## config.mk

```make
export PLATFORM = sky130hd
export DESIGN_NAME = sdac_axis_config
export DESIGN_NICKNAME = d
export VERILOG_FILES = /design/src/include/sdac_pkg.sv /design/src/rtl/sdac_axis_config.sv
export SDC_FILE = /design/constraint.sdc
export NUM_CORES = 1
export LEC_CHECK = 0
export BUFFER_PORTS_ARGS = -buffer_cell sky130_fd_sc_hd__buf_2
export CAP_MARGIN = 10
export CORE_ASPECT_RATIO = 1.25
export CORE_MARGIN = 3
export CORE_UTILIZATION = 25
export CTS_CLUSTER_DIAMETER = 60
export DETAILED_ROUTE_END_ITERATION = 6
export GPL_TIMING_DRIVEN = 0
export HOLD_SLACK_MARGIN = 0.06
export PLACE_DENSITY = 0.53
export RECOVER_POWER = 100
export SLEW_MARGIN = 25
export SYNTH_ARGS = -nofsm -noshare
export SYNTH_HDL_FRONTEND = slang
export SYNTH_SLANG_ARGS = --single-unit
```

## constraint.sdc

```tcl
create_clock -name clk -period 7.3 [get_ports clk]
set_input_delay 0 -clock clk [delete_from_list [all_inputs] [get_ports clk]]
set_output_delay 0 -clock clk [all_outputs]
set_load 0.01 [all_outputs]
```

## src/include/sdac_pkg.sv

```systemverilog
// package for the stepper drive axis configuration block
package sdac_pkg;
  localparam int unsigned NUM_AXES = 4;
  localparam int unsigned CLK_HZ = 25000000;
  // step pulse ceiling, in hertz
  localparam int unsigned STEP_MAX_HZ = 6000000;
  // least step pulse period in clock cycles, at least one
  localparam int unsigned STEP_MIN_CYC =
    ((CLK_HZ / STEP_MAX_HZ) < 1) ? 1 : (CLK_HZ / STEP_MAX_HZ);
  // drive current codes
  localparam logic [1:0] CUR_CODE_DEFAULT = 2'h1;
  // current levels in milliamps, standard step drive
  localparam logic [11:0] STD_MA_0 = 12'h1F4;
  localparam logic [11:0] STD_MA_1 = 12'h2EE;
  localparam logic [11:0] STD_MA_2 = 12'h3E8;
  localparam logic [11:0] STD_MA_3 = 12'h578;
  // current levels in milliamps, microstepping drive
  localparam logic [11:0] MIC_MA_0 = 12'h1F4;
  localparam logic [11:0] MIC_MA_1 = 12'h3E8;
  localparam logic [11:0] MIC_MA_2 = 12'h7D0;
  localparam logic [11:0] MIC_MA_3 = 12'hBB8;
  // hold current modes and delay range
  localparam logic [15:0] HOLD_FULL = 16'h0000;
  localparam logic [15:0] HOLD_LOW = 16'h0001;
  localparam logic [15:0] HOLD_DLY_MIN = 16'h0002;
  localparam logic [15:0] HOLD_DLY_MAX = 16'h7FFF;
  localparam int unsigned LOW_SHIFT = 2;
  // step resolution codes
  localparam logic [4:0] RES_FULL = 5'h01;
  localparam logic [4:0] RES_HALF = 5'h02;
  localparam logic [4:0] RES_QUARTER = 5'h04;
  localparam logic [4:0] RES_SIXTEENTH = 5'h10;
  // microsteps per full step and per electrical cycle
  localparam logic [8:0] MICRO_PER_STEP = 9'h040;
  localparam logic [8:0] MICRO_PER_CYCLE = 9'h100;
  // motor type code for a stepper, two's complement of -2
  localparam logic [7:0] MTYPE_STEPPER = 8'hFE;
  // amplifier error status word 3 value after a lockout
  localparam logic [7:0] ERR3_LOCKOUT = 8'h03;
  localparam logic [7:0] ERR3_CLEAR = 8'h00;

  typedef struct packed {
    logic [1:0] current_sel;
    logic [15:0] hold_mode;
    logic [4:0] resolution_sel;
  } sdac_axis_cfg_s;

  typedef enum logic [2:0] {
    ST_RUN = 3'h1,
    ST_LOCKED = 3'h2,
    ST_OFF = 3'h4
  } sdac_lock_e;
endpackage

```

## src/rtl/sdac_axis_config.sv

```systemverilog
// stepper drive axis configuration, hold current and lockout control
`timescale 1ns/1ps
module sdac_axis_config (
  // clock and reset
  input wire logic clk,
  input wire logic rst,
  // drive variant: 0 standard step, 1 microstepping
  input wire logic micro_drive,
  // configuration writes
  input wire logic cfg_wr,
  input wire logic [1:0] cfg_axis,
  input wire sdac_pkg::sdac_axis_cfg_s cfg_data,
  input wire logic [7:0] motor_type_select,
  // per axis motion and errors
  input wire logic sample_tick,
  input wire logic [3:0] profiler_busy,
  input wire logic [3:0] reference_position_changed,
  input wire logic [3:0] step_in,
  input wire logic [3:0] amp_error_in,
  input wire logic [3:0] err_shutoff_enable,
  // lockout and recovery
  input wire logic emergency_lockout_input,
  input wire logic motor_off,
  input wire logic motor_reenable,
  // drive outputs
  output logic [3:0] amp_enable,
  output logic [47:0] phase_current_ma,
  output logic [19:0] microstep_div,
  output logic [3:0] step_out,
  output logic [7:0] amp_error_status,
  output logic amp_error_routine,
  output logic [3:0] cfg_rejected
);
  localparam int unsigned NA = sdac_pkg::NUM_AXES;

  sdac_pkg::sdac_axis_cfg_s cfg_q [NA];
  sdac_pkg::sdac_lock_e lock_q;
  logic [15:0] rest_cnt_q [NA];
  logic [3:0] resting_q;
  logic [3:0] axis_err_off_q;
  logic [3:0] step_out_q;
  logic [3:0] amp_en_q;
  logic [47:0] cur_q;
  logic [19:0] div_q;
  logic [7:0] err3_q;
  logic routine_q;
  logic [3:0] rej_q;

  function automatic logic [11:0] peak_ma(input logic micro, input logic [1:0] code);
    logic [11:0] v;
    v = sdac_pkg::STD_MA_1;
    unique case (code)
      2'h0: v = micro ? sdac_pkg::MIC_MA_0 : sdac_pkg::STD_MA_0;
      2'h1: v = micro ? sdac_pkg::MIC_MA_1 : sdac_pkg::STD_MA_1;
      2'h2: v = micro ? sdac_pkg::MIC_MA_2 : sdac_pkg::STD_MA_2;
      2'h3: v = micro ? sdac_pkg::MIC_MA_3 : sdac_pkg::STD_MA_3;
    endcase
    return v;
  endfunction

  function automatic logic [4:0] res_div(input logic micro, input logic [4:0] code);
    logic [4:0] v;
    v = sdac_pkg::RES_FULL;
    if (micro) begin
      v = sdac_pkg::MICRO_PER_STEP[4:0] - 5'h01;
    end else if (code == sdac_pkg::RES_HALF || code == sdac_pkg::RES_QUARTER ||
                 code == sdac_pkg::RES_SIXTEENTH) begin
      v = code;
    end
    return v;
  endfunction

  // configuration store, one entry per axis
  always_ff @(posedge clk or posedge rst) begin
    if (rst) begin
      for (int i = 0; i < NA; i++) begin
        cfg_q[i] <= '{current_sel: sdac_pkg::CUR_CODE_DEFAULT,
                      hold_mode: sdac_pkg::HOLD_FULL,
                      resolution_sel: sdac_pkg::RES_FULL};
      end
      rej_q <= 4'h0;
    end else begin
      rej_q <= 4'h0;
      if (cfg_wr) begin
        cfg_q[cfg_axis].current_sel <= cfg_data.current_sel;
        cfg_q[cfg_axis].resolution_sel <= cfg_data.resolution_sel;
        if (motor_type_select == sdac_pkg::MTYPE_STEPPER &&
            cfg_data.hold_mode <= sdac_pkg::HOLD_DLY_MAX) begin
          cfg_q[cfg_axis].hold_mode <= cfg_data.hold_mode;
        end else begin
          rej_q[cfg_axis] <= 1'b1;
        end
      end
    end
  end

  // resting detection and sample counting per axis
  always_ff @(posedge clk or posedge rst) begin
    if (rst) begin
      for (int i = 0; i < NA; i++) begin
        rest_cnt_q[i] <= 16'h0000;
      end
      resting_q <= 4'h0;
    end else begin
      for (int i = 0; i < NA; i++) begin
        if (profiler_busy[i] || reference_position_changed[i]) begin
          rest_cnt_q[i] <= 16'h0000;
          resting_q[i] <= 1'b0;
        end else begin
          resting_q[i] <= 1'b1;
          if (sample_tick && rest_cnt_q[i] != sdac_pkg::HOLD_DLY_MAX) begin
            rest_cnt_q[i] <= rest_cnt_q[i] + 16'h0001;
          end
        end
      end
    end
  end

  // lockout state: stays off until motor off then re-enable
  always_ff @(posedge clk or posedge rst) begin
    if (rst) begin
      lock_q <= sdac_pkg::ST_RUN;
    end else begin
      unique case (lock_q)
        sdac_pkg::ST_RUN: if (emergency_lockout_input) lock_q <= sdac_pkg::ST_LOCKED;
        sdac_pkg::ST_LOCKED: if (motor_off && !emergency_lockout_input) begin
          lock_q <= sdac_pkg::ST_OFF;
        end
        sdac_pkg::ST_OFF: begin
          if (emergency_lockout_input) lock_q <= sdac_pkg::ST_LOCKED;
          else if (motor_reenable) lock_q <= sdac_pkg::ST_RUN;
        end
        default: lock_q <= sdac_pkg::ST_LOCKED;
      endcase
    end
  end

  // per axis error shut-off latch, cleared by re-enable
  always_ff @(posedge clk or posedge rst) begin
    if (rst) begin
      axis_err_off_q <= 4'h0;
    end else begin
      for (int i = 0; i < NA; i++) begin
        if (amp_error_in[i] && err_shutoff_enable[i]) begin
          axis_err_off_q[i] <= 1'b1;
        end else if (motor_reenable) begin
          axis_err_off_q[i] <= 1'b0;
        end
      end
    end
  end

  // error word 3 and routine trigger
  always_ff @(posedge clk or posedge rst) begin
    if (rst) begin
      err3_q <= sdac_pkg::ERR3_CLEAR;
      routine_q <= 1'b0;
    end else begin
      routine_q <= (emergency_lockout_input && lock_q == sdac_pkg::ST_RUN) ||
                   (|(amp_error_in & ~axis_err_off_q & err_shutoff_enable));
      if (lock_q != sdac_pkg::ST_RUN || emergency_lockout_input) begin
        err3_q <= sdac_pkg::ERR3_LOCKOUT;
      end else begin
        err3_q <= sdac_pkg::ERR3_CLEAR;
      end
    end
  end

  // current, enable and resolution outputs
  always_ff @(posedge clk or posedge rst) begin
    if (rst) begin
      amp_en_q <= 4'h0;
      cur_q <= 48'h0;
      div_q <= 20'h0;
    end else begin
      for (int i = 0; i < NA; i++) begin
        logic [11:0] pk;
        logic hold_off;
        pk = peak_ma(micro_drive, cfg_q[i].current_sel);
        hold_off = cfg_q[i].hold_mode >= sdac_pkg::HOLD_DLY_MIN && resting_q[i] &&
                   rest_cnt_q[i] >= cfg_q[i].hold_mode;
        if (resting_q[i] && cfg_q[i].hold_mode == sdac_pkg::HOLD_LOW) begin
          cur_q[i*12 +: 12] <= pk >> sdac_pkg::LOW_SHIFT;
        end else begin
          cur_q[i*12 +: 12] <= pk;
        end
        amp_en_q[i] <= lock_q == sdac_pkg::ST_RUN && !emergency_lockout_input &&
                       !axis_err_off_q[i] && !hold_off;
        div_q[i*5 +: 5] <= res_div(micro_drive, cfg_q[i].resolution_sel);
      end
    end
  end

  // step pulse pass-through gated by amp enable, one register stage, no rate limit at any pulse rate
  always_ff @(posedge clk or posedge rst) begin
    if (rst) begin
      step_out_q <= 4'h0;
    end else begin
      for (int i = 0; i < NA; i++) begin
        step_out_q[i] <= step_in[i] && amp_en_q[i];
      end
    end
  end

  assign amp_enable = amp_en_q;
  assign phase_current_ma = cur_q;
  assign microstep_div = div_q;
  assign step_out = step_out_q;
  assign amp_error_status = err3_q;
  assign amp_error_routine = routine_q;
  assign cfg_rejected = rej_q;

  AST_LOCK_OFF: assert property (@(posedge clk) disable iff (rst)
    emergency_lockout_input |=> amp_enable == 4'h0)
    else $error("lockout left an amplifier on");
  AST_ERR3: assert property (@(posedge clk) disable iff (rst)
    emergency_lockout_input |=> amp_error_status == sdac_pkg::ERR3_LOCKOUT)
    else $error("error word 3 not 3 after lockout");
  AST_STAY_OFF: assert property (@(posedge clk) disable iff (rst)
    lock_q == sdac_pkg::ST_LOCKED && !motor_off |=> lock_q == sdac_pkg::ST_LOCKED)
    else $error("lockout left without motor off");
  AST_LOW_CUR: assert property (@(posedge clk) disable iff (rst)
    resting_q[1] && cfg_q[1].hold_mode == sdac_pkg::HOLD_LOW
    |=> phase_current_ma[23:12] ==
        (peak_ma($past(micro_drive), $past(cfg_q[1].current_sel)) >> sdac_pkg::LOW_SHIFT))
    else $error("low hold current wrong");
  AST_FULL_CUR: assert property (@(posedge clk) disable iff (rst)
    profiler_busy[1]
    |=> ##1 phase_current_ma[23:12] ==
        peak_ma($past(micro_drive), $past(cfg_q[1].current_sel)))
    else $error("full current not restored");
  AST_RESTART: assert property (@(posedge clk) disable iff (rst)
    profiler_busy[1] |=> rest_cnt_q[1] == 16'h0000)
    else $error("rest count not restarted");
  AST_ERR_OFF: assert property (@(posedge clk) disable iff (rst)
    amp_error_in[3] && err_shutoff_enable[3] |=> ##1 !amp_enable[3])
    else $error("amp error did not disable axis");
  AST_PER_AXIS: assert property (@(posedge clk) disable iff (rst)
    cfg_wr && cfg_axis == 2'h0 |=> $stable(cfg_q[1].hold_mode))
    else $error("hold write leaked to another axis");
  AST_TYPE_GATE: assert property (@(posedge clk) disable iff (rst)
    cfg_wr && cfg_axis == 2'h2 && motor_type_select != sdac_pkg::MTYPE_STEPPER
    |=> $stable(cfg_q[2].hold_mode) && cfg_rejected[2])
    else $error("hold written without stepper type");
  AST_DIV: assert property (@(posedge clk) disable iff (rst)
    micro_drive && $stable(micro_drive) |=> microstep_div[4:0] == 5'h1F)
    else $error("microstep division wrong");

  COV_LOCK_RECOVER: cover property (@(posedge clk) disable iff (rst)
    lock_q == sdac_pkg::ST_OFF ##1 lock_q == sdac_pkg::ST_RUN);
  COV_LOW_HOLD: cover property (@(posedge clk) disable iff (rst)
    resting_q[0] && cfg_q[0].hold_mode == sdac_pkg::HOLD_LOW);
  COV_DELAY_OFF: cover property (@(posedge clk) disable iff (rst)
    amp_enable[0] ##1 !amp_enable[0] && lock_q == sdac_pkg::ST_RUN);
endmodule

```

==> results of run 1 <==
-- sequential cells by signal, indices dropped and copies added (netlist names) --
| name | count |
|---|---|
| amp_enable | 4 |
| amp_error_routine | 1 |
| amp_error_status | 1 |
| axis_err_off_q | 4 |
| cfg_q | 92 |
| cfg_rejected | 4 |
| lock_q | 3 |
| microstep_div | 20 |
| phase_current_ma | 48 |
| rest_cnt_q | 64 |
| resting_q | 4 |
| step_out | 4 |
-- worst min-delay path, cell delays in order --
cell	delay, ns
buf_2	0.21
nand3_1	0.24
nor2_1	0.06
nor3_1	0.16
-- final cells by class --
type | instances | area share
sequential | 249 | 0.4079
multi-input combinational | 837 | 0.3464
timing repair buffer | 207 | 0.08479
clock buffer | 41 | 0.05576
tap | 644 | 0.05266
inverter | 98 | 0.02412
buffer | 60 | 0.01660
clock inverter | 17 | 0.01153
antenna | 1 | 0.0001635
-- per-stage QoR --
| step | instances | TNS [ns] | cell area, um2 | hold WS (ns) | total power [mW] |
|---|---|---|---|---|---|
| 3_5_place_dp | 2031 | 0 | 13830 | 0.1363 | 1.917 |
| 4_1_cts | 2153 | 0 | 15500 | 0.06798 | 3.528 |
| 5_1_grt | 2153 | 0 | 15300 | 0.1623 | 3.618 |
| 3_3_place_gp | 2029 | -619.64 | 13770 | 0.1879 | 1.907 |
| 6_report | 2154 | 0 | 15300 | 0.1453 | 3.452 |
| 2_1_floorplan | 1244 | 0 | 12260 | 0.03661 | 1.759 |
-- worst max path at each step --
stage,from,endpoint,slack [ns]
2_1_floorplan,rst,amp_enable[0],0.47
3_3_place_gp,rst,rest_cnt_q[13],-2.61
3_5_place_dp,lock_q[0],amp_enable[2],5.02
4_1_cts,lock_q[0],amp_enable[1],4.99
5_1_grt,rst,rest_cnt_q[18],3.68
6_report,rst,rest_cnt_q[22],4.39
-- what timing repair did --
| item | CTS | global route |
|---|---|---|
| hold endpoints to repair | 224 | 0 |
| endpoints found under the setup margin | 0 | 0 |
| hold buffers | 64 | 0 |
-- routing by layer --
metal | GRT usage | wire length, um | up-vias | part of all wire
li1 | - | - | 4804 | -
met2 | 0.2234 | 16390 | 266 | 0.47
met1 | 0.1771 | 15640 | 4871 | 0.45
met4 | 0.03876 | 867 | 0 | 0.025
met5 | 0 | 0 | - | 0
met3 | 0.01877 | 1921 | 55 | 0.055
-- where the power goes --
part | total (mW) | internal, mW | switching (mW)
combinational | 0.367 | 0.144 | 0.223
sequential | 1.53 | 1.48 | 0.0582
clock | 1.55 | 0.903 | 0.648
total | 3.45 | 2.52 | 0.929
-- cells by family after synthesis --
kind of cell,after synthesis,share of synthesized area
AOI/OAI and AO/OA,255,0.1276
xor gates and xnor gates,50,0.03577
DFF,249,0.5099
buffers and inverters,158,0.05284
adders and majority gates,68,0.06950
and+or+nand+nor,424,0.1733
muxes,34,0.03076
other,1,0.0003063
-- placed cells by master, fill, tap and decap left out, types with 6 or more instances in the layout --
cell type / instances
nand4_1: 26
xor2_1: 8
a31oi_1: 12
buf_2: 60
clkbuf_1: 139
o21ai_1: 7
nor3_1: 31
dfstp_2: 8
o21ai_0: 105
conb_1: 6
a211oi_1: 15
nor4_1: 24
nand2_1: 114
o211ai_1: 8
nand2b_1: 7
ha_1: 68
nand3_1: 38
xnor2_1: 42
nor2_1: 119
a211o_1: 6
buf_4: 6
a31o_2: 9
mux2_2: 24
clkbuf_16: 31
dfrtp_1: 240
or2_1: 6
inv_1: 95
and4_1: 7
dlygate4sd3_1: 64
a21oi_1: 54
==> results.md, run 1 <==
* Hold Startpoint: sample_tick
* Slew @ Worst Pin at 3.903 ns
* RePlAce Congestion at 0.8177
* Startpoint types: input port
* Flops & latches, synth at 249
* Most used DFF post-synth: dfrtp_1
* Cells after Synth at 1239
* Chip height at 253.4 um
* CP Data Arrival Time at 2.92 ns
* Fmax at 0.3434 GHz
* Final core utilization at 0.3168
* Slew HR at -1.617
* Pre-Repair DR Iteration Count at 5
* HPWL Detailed at 25260 um
* Synth-to-Final Area Change at 25.00%
* Register area share after synthesis at 0.5099
* CTS tree: done
* Reg-to-Reg Start: lock_q[0]
* Final WL at 34820 um
* RSZ-0062 raised after global routing: no
* H-tree lvl count at 1
* EDFF count, synth at 0
* Critical path depth in cells at 3
* Crit path max fanout at 82
* WL/cell at 16.17 um
* Crit. End Element: asynchronous set/reset pin
* IO Count at 150
* Post-layout min period at 2.912 ns
* Final Setup Violations at 0
* P per Cell Area at 225.6 nW/um2
* CTS Root Cell: clkbuf_16
* Post-CTS Setup Inserts at 0
* Top-area cell type share of the netlist area at 0.4906
* Critical path class: in -> async
* Cell accounting for the most synthesized area: dfrtp_1
* Worst skew pair latency at 0.58 ns
* Number of fillers in the final layout at 5039
* CP max stage cell: clkinvlp_2
* Pleak at 6.680 nW
* Detail Route Antenna Nets at 0
* Initial antenna violation count at 0
* Mapped cell area at 12240 um2
* Largest cells by area after synthesis: dfrtp_1, ha_1, nor2_1
* CP required at 7.31 ns
* DR iter-0 viols at 564
* Hold Path Class: in -> reg
* Most common cell in the netlist: dfrtp_1
* Initial Util at 0.2534
* Resized Gates After CTS at 0
* Max incr delay on CP at 2.16 ns
* Worst min-delay path endpoint: rest_cnt_q[4]
* R2r setup slk at 4.65 ns
* Total core area at 48310 um2
* DRC at 0
* Die Wd at 203.9 um
* # Max-Cap Violations at 1
* Final worst path period share at 0.3989
* FP Rows at 90
* Endpoints failing hold at 0
* Distinct cells, synth at 66
* WP buf/inv at 3
* Slew Limit Fails at 81
* Setup WS pre-CTS at 5.022 ns
* Final nets at 1613
* Total GRT Usage at 0.1324
* Vias in the first global route at 9819
* Worst VDD drop at 168.6 uV
* Synth top cells by count: dfrtp_1, nor2_1, nand2_1
* Clock buffer depth at 3
* Storage element area at 6242 um2
* CP top delay family: buffers and inverters
* Via count at 9996
* R2R Path End: amp_enable[1]
* WHS Path Cells at 4
* FF-to-FF path depth at 5
* Drt via density at 4.641
* Global-route wire length before repair at 54540 um
* Syn avg cell area at 9.880 um2
* PortBufs at 141
* CP cell instances: dlygate4sd3_1, buf_2, clkinvlp_2
* Status: finished, violations left
* Yosys warns at 0
* Inserted Clock Buffers at 31
* TritonCTS Sinks at 249
* Clock skew at 0.01482 ns
* Area of the multi-input gates at 5301 um2
* Setup WS post-layout at 4.388 ns
* Ys async rst share at 1.000
* Failing checks: max-capacitance violations, max-slew violations
* Gr ovfl total at 0
* Reg clk slew, reported paths at 0.06 ns
* Largest net degree at the start of global routing at 96
* Die Footprint at 51680 um2
* Layout cells sized above 1 at 0.1153
(Power assumes the default switching activity.)
==> run 2, diff against run 1 <==
- ABC_AREA: default -> 1
- clock period: 7.3 -> 2.55 ns (I/O delays scaled with it)
==> results.md, run 2 <==
* CTS Root Cell: clkbuf_16 (unchanged)
* Crit path max fanout at 8 (was 82)
* Placed insts at 2362 (was 2031)
* Mapped cell area at 12750 um2 (was 12240 um2)
* Ys async rst share at 1.000 (unchanged)
* Largest net degree at the start of global routing at 35 (was 96)
* Drt via density at 4.547 (was 4.641)
* Layout cells sized above 1 at 0.08987 (was 0.1153)
* Pre-Repair DR Iteration Count at 5 (unchanged)
* Number of fillers in the final layout at 5211 (was 5039)
* Commonest non-fill, non-tap cell in the layout: nand2_1 (was dfrtp_1)
* Synth top cells by count: nand2_1, dfrtp_1, inv_1 (was dfrtp_1, nor2_1, nand2_1)
* CTS tree: done (unchanged)
* Syn avg cell area at 8.208 um2 (was 9.880 um2)
* CP Data Arrival Time at 2.67 ns (was 2.92 ns)
* Cells after Synth at 1554 (was 1239)
* Endpoints failing hold at 0 (unchanged)
* Slew @ Worst Pin at 1.224 ns (was 3.903 ns)
* Total GRT Usage at 0.1332 (was 0.1324)
* Synth-to-Final Area Change at 25.87% (was 25.00%)
* Crit. End Element: register (was asynchronous set/reset pin)
* TritonCTS Sinks at 249 (unchanged)
* Finished Layout Cells at 2491 (was 2154)
* DRC at 0 (unchanged)
* Initial Util at 0.2558 (was 0.2534)
* Cell accounting for the most synthesized area: dfrtp_1 (unchanged)
* Gr ovfl total at 0 (unchanged)
* Max incr delay on CP at 0.63 ns (was 2.16 ns)
* Pleak at 7.849 nW (was 6.680 nW)
* Chip height at 258.5 um (was 253.4 um)
* CP max stage cell: dlygate4sd3_1 (was clkinvlp_2)
* DR iter-0 viols at 668 (was 564)
* Slew HR at 0.1794 (was -1.617)
* Final Setup Violations at 0 (unchanged)
* WL/cell at 14.61 um (was 16.17 um)
* Largest cells by area after synthesis: dfrtp_1, nand2_1, ha_1 (was dfrtp_1, ha_1, nor2_1)
* Total power at 10.06 mW (was 3.452 mW)
* Final worst path period share at 0.8568
* Flops & latches, synth at 249 (unchanged)
* CP required at 3.03 ns (was 7.31 ns)
* Fmax at 0.4577 GHz
* Top-area cell type share of the netlist area at 0.4709 (was 0.4906)
* Resized Gates After CTS at 0 (unchanged)
* Register bank with the most flops: cfg_q (unchanged)
* Register area share after synthesis at 0.4894 (was 0.5099)
* CP cell instances: dlygate4sd3_1, buf_2, nand2_1, dlygate4sd3_1, nor2_1, nand4_1, inv_1, dlygate4sd3_1, nand2_1, o21ai_0 (was dlygate4sd3_1, buf_2, clkinvlp_2)
* RePlAce Congestion at 0.8365 (was 0.8177)
* Vias in the first global route at 11210 (was 9819)
* RSZ-0062 raised after global routing: no (unchanged)
* Via count at 11330 (was 9996)
* FP Rows at 91 (was 90)
* IO Count at 150 (unchanged)
* Clock buffer depth at 3 (unchanged)
* Most frequent CP cell: dlygate4sd3_1
* Final nets at 1942 (was 1613)
* Distinct cells, synth at 44 (was 66)
* Die Wd at 208.0 um (was 203.9 um)
* H-tree lvl count at 1 (unchanged)
* Placed cell areas at 14500 um2 (was 13830 um2)
* Total core area at 49870 um2 (was 48310 um2)
* FF-to-FF path depth at 9 (was 5)
* # Max-Cap Violations at 0 (was 1)
* Most common cell in the netlist: nand2_1 (was dfrtp_1)
* WHS Path Cells at 6 (was 4)
* EDFF count, synth at 0 (unchanged)
* Clock skew at 0.01017 ns (was 0.01482 ns)
* Critical path class: in -> reg (was in -> async)
* Initial antenna violation count at 4 (was 0)
* Max reg flops at 92 (unchanged)
* Hold Path Class: in -> reg (unchanged)
* Commonest cells after routing, fill and taps aside: nand2_1, dfrtp_1, inv_1, o21ai_0, nor2_1 (was dfrtp_1, clkbuf_1, nor2_1, nand2_1, o21ai_0)
* Status: complete, no violations (was finished, violations left)
* Worst VDD drop at 471.2 uV (was 168.6 uV)
* Reg clk slew, reported paths at 0.06 ns (about the same)
* Post-layout min period at 2.185 ns
* PortBufs at 143 (was 141)
* Final WL at 36380 um (was 34820 um)
* Slew Limit Fails at 0 (was 81)
* Worst skew pair latency at 0.57 ns (was 0.58 ns)
* Finished Cell Area at 16050 um2 (was 15300 um2)
* P per Cell Area at 626.4 nW/um2 (was 225.6 nW/um2)
* Startpoint types: input port (unchanged)
* Die Footprint at 53780 um2 (was 51680 um2)
* Global-route wire length before repair at 59060 um (was 54540 um)
* HPWL Detailed at 27280 um (was 25260 um)
* Most used DFF post-synth: dfrtp_1 (unchanged)
* Detail Route Antenna Nets at 0 (unchanged)
* Yosys warns at 0 (unchanged)
* Inserted Clock Buffers at 30 (was 31)
## run 2: changes by cell type after synthesis, sizes merged, moves of 27 or more
cell | before | now
o21ai | 112 | 157
nand2 | 114 | 385
inv | 98 | 219
nand3 | 38 | 90
nand4 | 28 | 71
mux2 | 29 | 2
xnor2 | 42 | 4
## run 2: area by class of cell
cell class / instances / area, um2 / share of cell area
Clock inverter: 19 / 259.0 / 0.01613
Buffer: 35 / 171.4 / 0.01068
Tap cell: 651 / 814.5 / 0.05074
Antenna cell: 4 / 10.01 / 0.0006235
Clock buffer: 36 / 793.3 / 0.04941
Sequential cell: 249 / 6242 / 0.3888
Multi-Input combinational cell: 1056 / 5455 / 0.3398
Timing Repair Buffer: 222 / 1485 / 0.09251
Inverter: 219 / 823.3 / 0.05128
## run 2: per-stage QoR
stage | hold WS (ns) | utilization | setup WS, ns | TNS, ns
floorplan | 0.06247 | - | -0.7164 | -171.93
global placement | 0.1884 | 0.2869 | -2.410 | -580.54
detailed placement | 0.1113 | 0.2908 | 0.5292 | 0
CTS | 0.06966 | 0.3260 | 0.5178 | 0
global route | 0.1402 | 0.3219 | 0.1638 | 0
finish | 0.09871 | 0.3219 | 0.3651 | 0
## run 2: cell families after synthesis
kind of cell,after synthesis,share of synthesized area
simple gates,725,0.2493
buf+inv,254,0.07985
flops,249,0.4894
compound gates,238,0.1010
fa+ha+maj,68,0.06671
xor+xnor,17,0.01167
mux,2,0.001766
other cells,1,0.0002940
## run 2: per-layer routing
metal / share of wire / up-vias / GRT usage
li1: - / 5572 / -
met1: 0.44 / 5459 / 0.1685
met2: 0.49 / 256 / 0.2402
met3: 0.043 / 40 / 0.01756
met4: 0.019 / 0 / 0.03373
met5: 0 / - / 0
## run 2: worst paths after layout
path,from,end,slack [ns]
hold / removal,motor_type_select[7],cfg_rejected[2],0.1
hold reg to reg,amp_enable[1],step_out[1],0.46
min in group asynchronous,rst,rest_cnt_q[55],0.79
setup reg to reg,rest_cnt_q[1],rest_cnt_q[5],0.37
max in group asynchronous,rst,rest_cnt_q[46],0.47
setup / recovery,motor_type_select[4],cfg_q[40],0.37
## run 2: critical path: cells and delay by family
| family | cells | cell delay (ns) |
|---|---|---|
| buf+inv | 5 | 2.12 |
| simple gates | 4 | 0.47 |
| compound gates | 1 | 0.07 |
## run 2: where the power goes
group | internal (mW) | leakage (nW) | switching (mW)
clock network | 2.75 | 0.513 | 1.83
registers | 4.24 | 2.89 | 0.135
logic | 0.396 | 4.44 | 0.707
total | 7.38 | 7.85 | 2.67
## run 2: timing repair
action,in CTS,in global routing
setup endpoints to repair,0,0
setup buffers,0,0
hold buffers,70,0
endpoints found under the hold margin,258,0
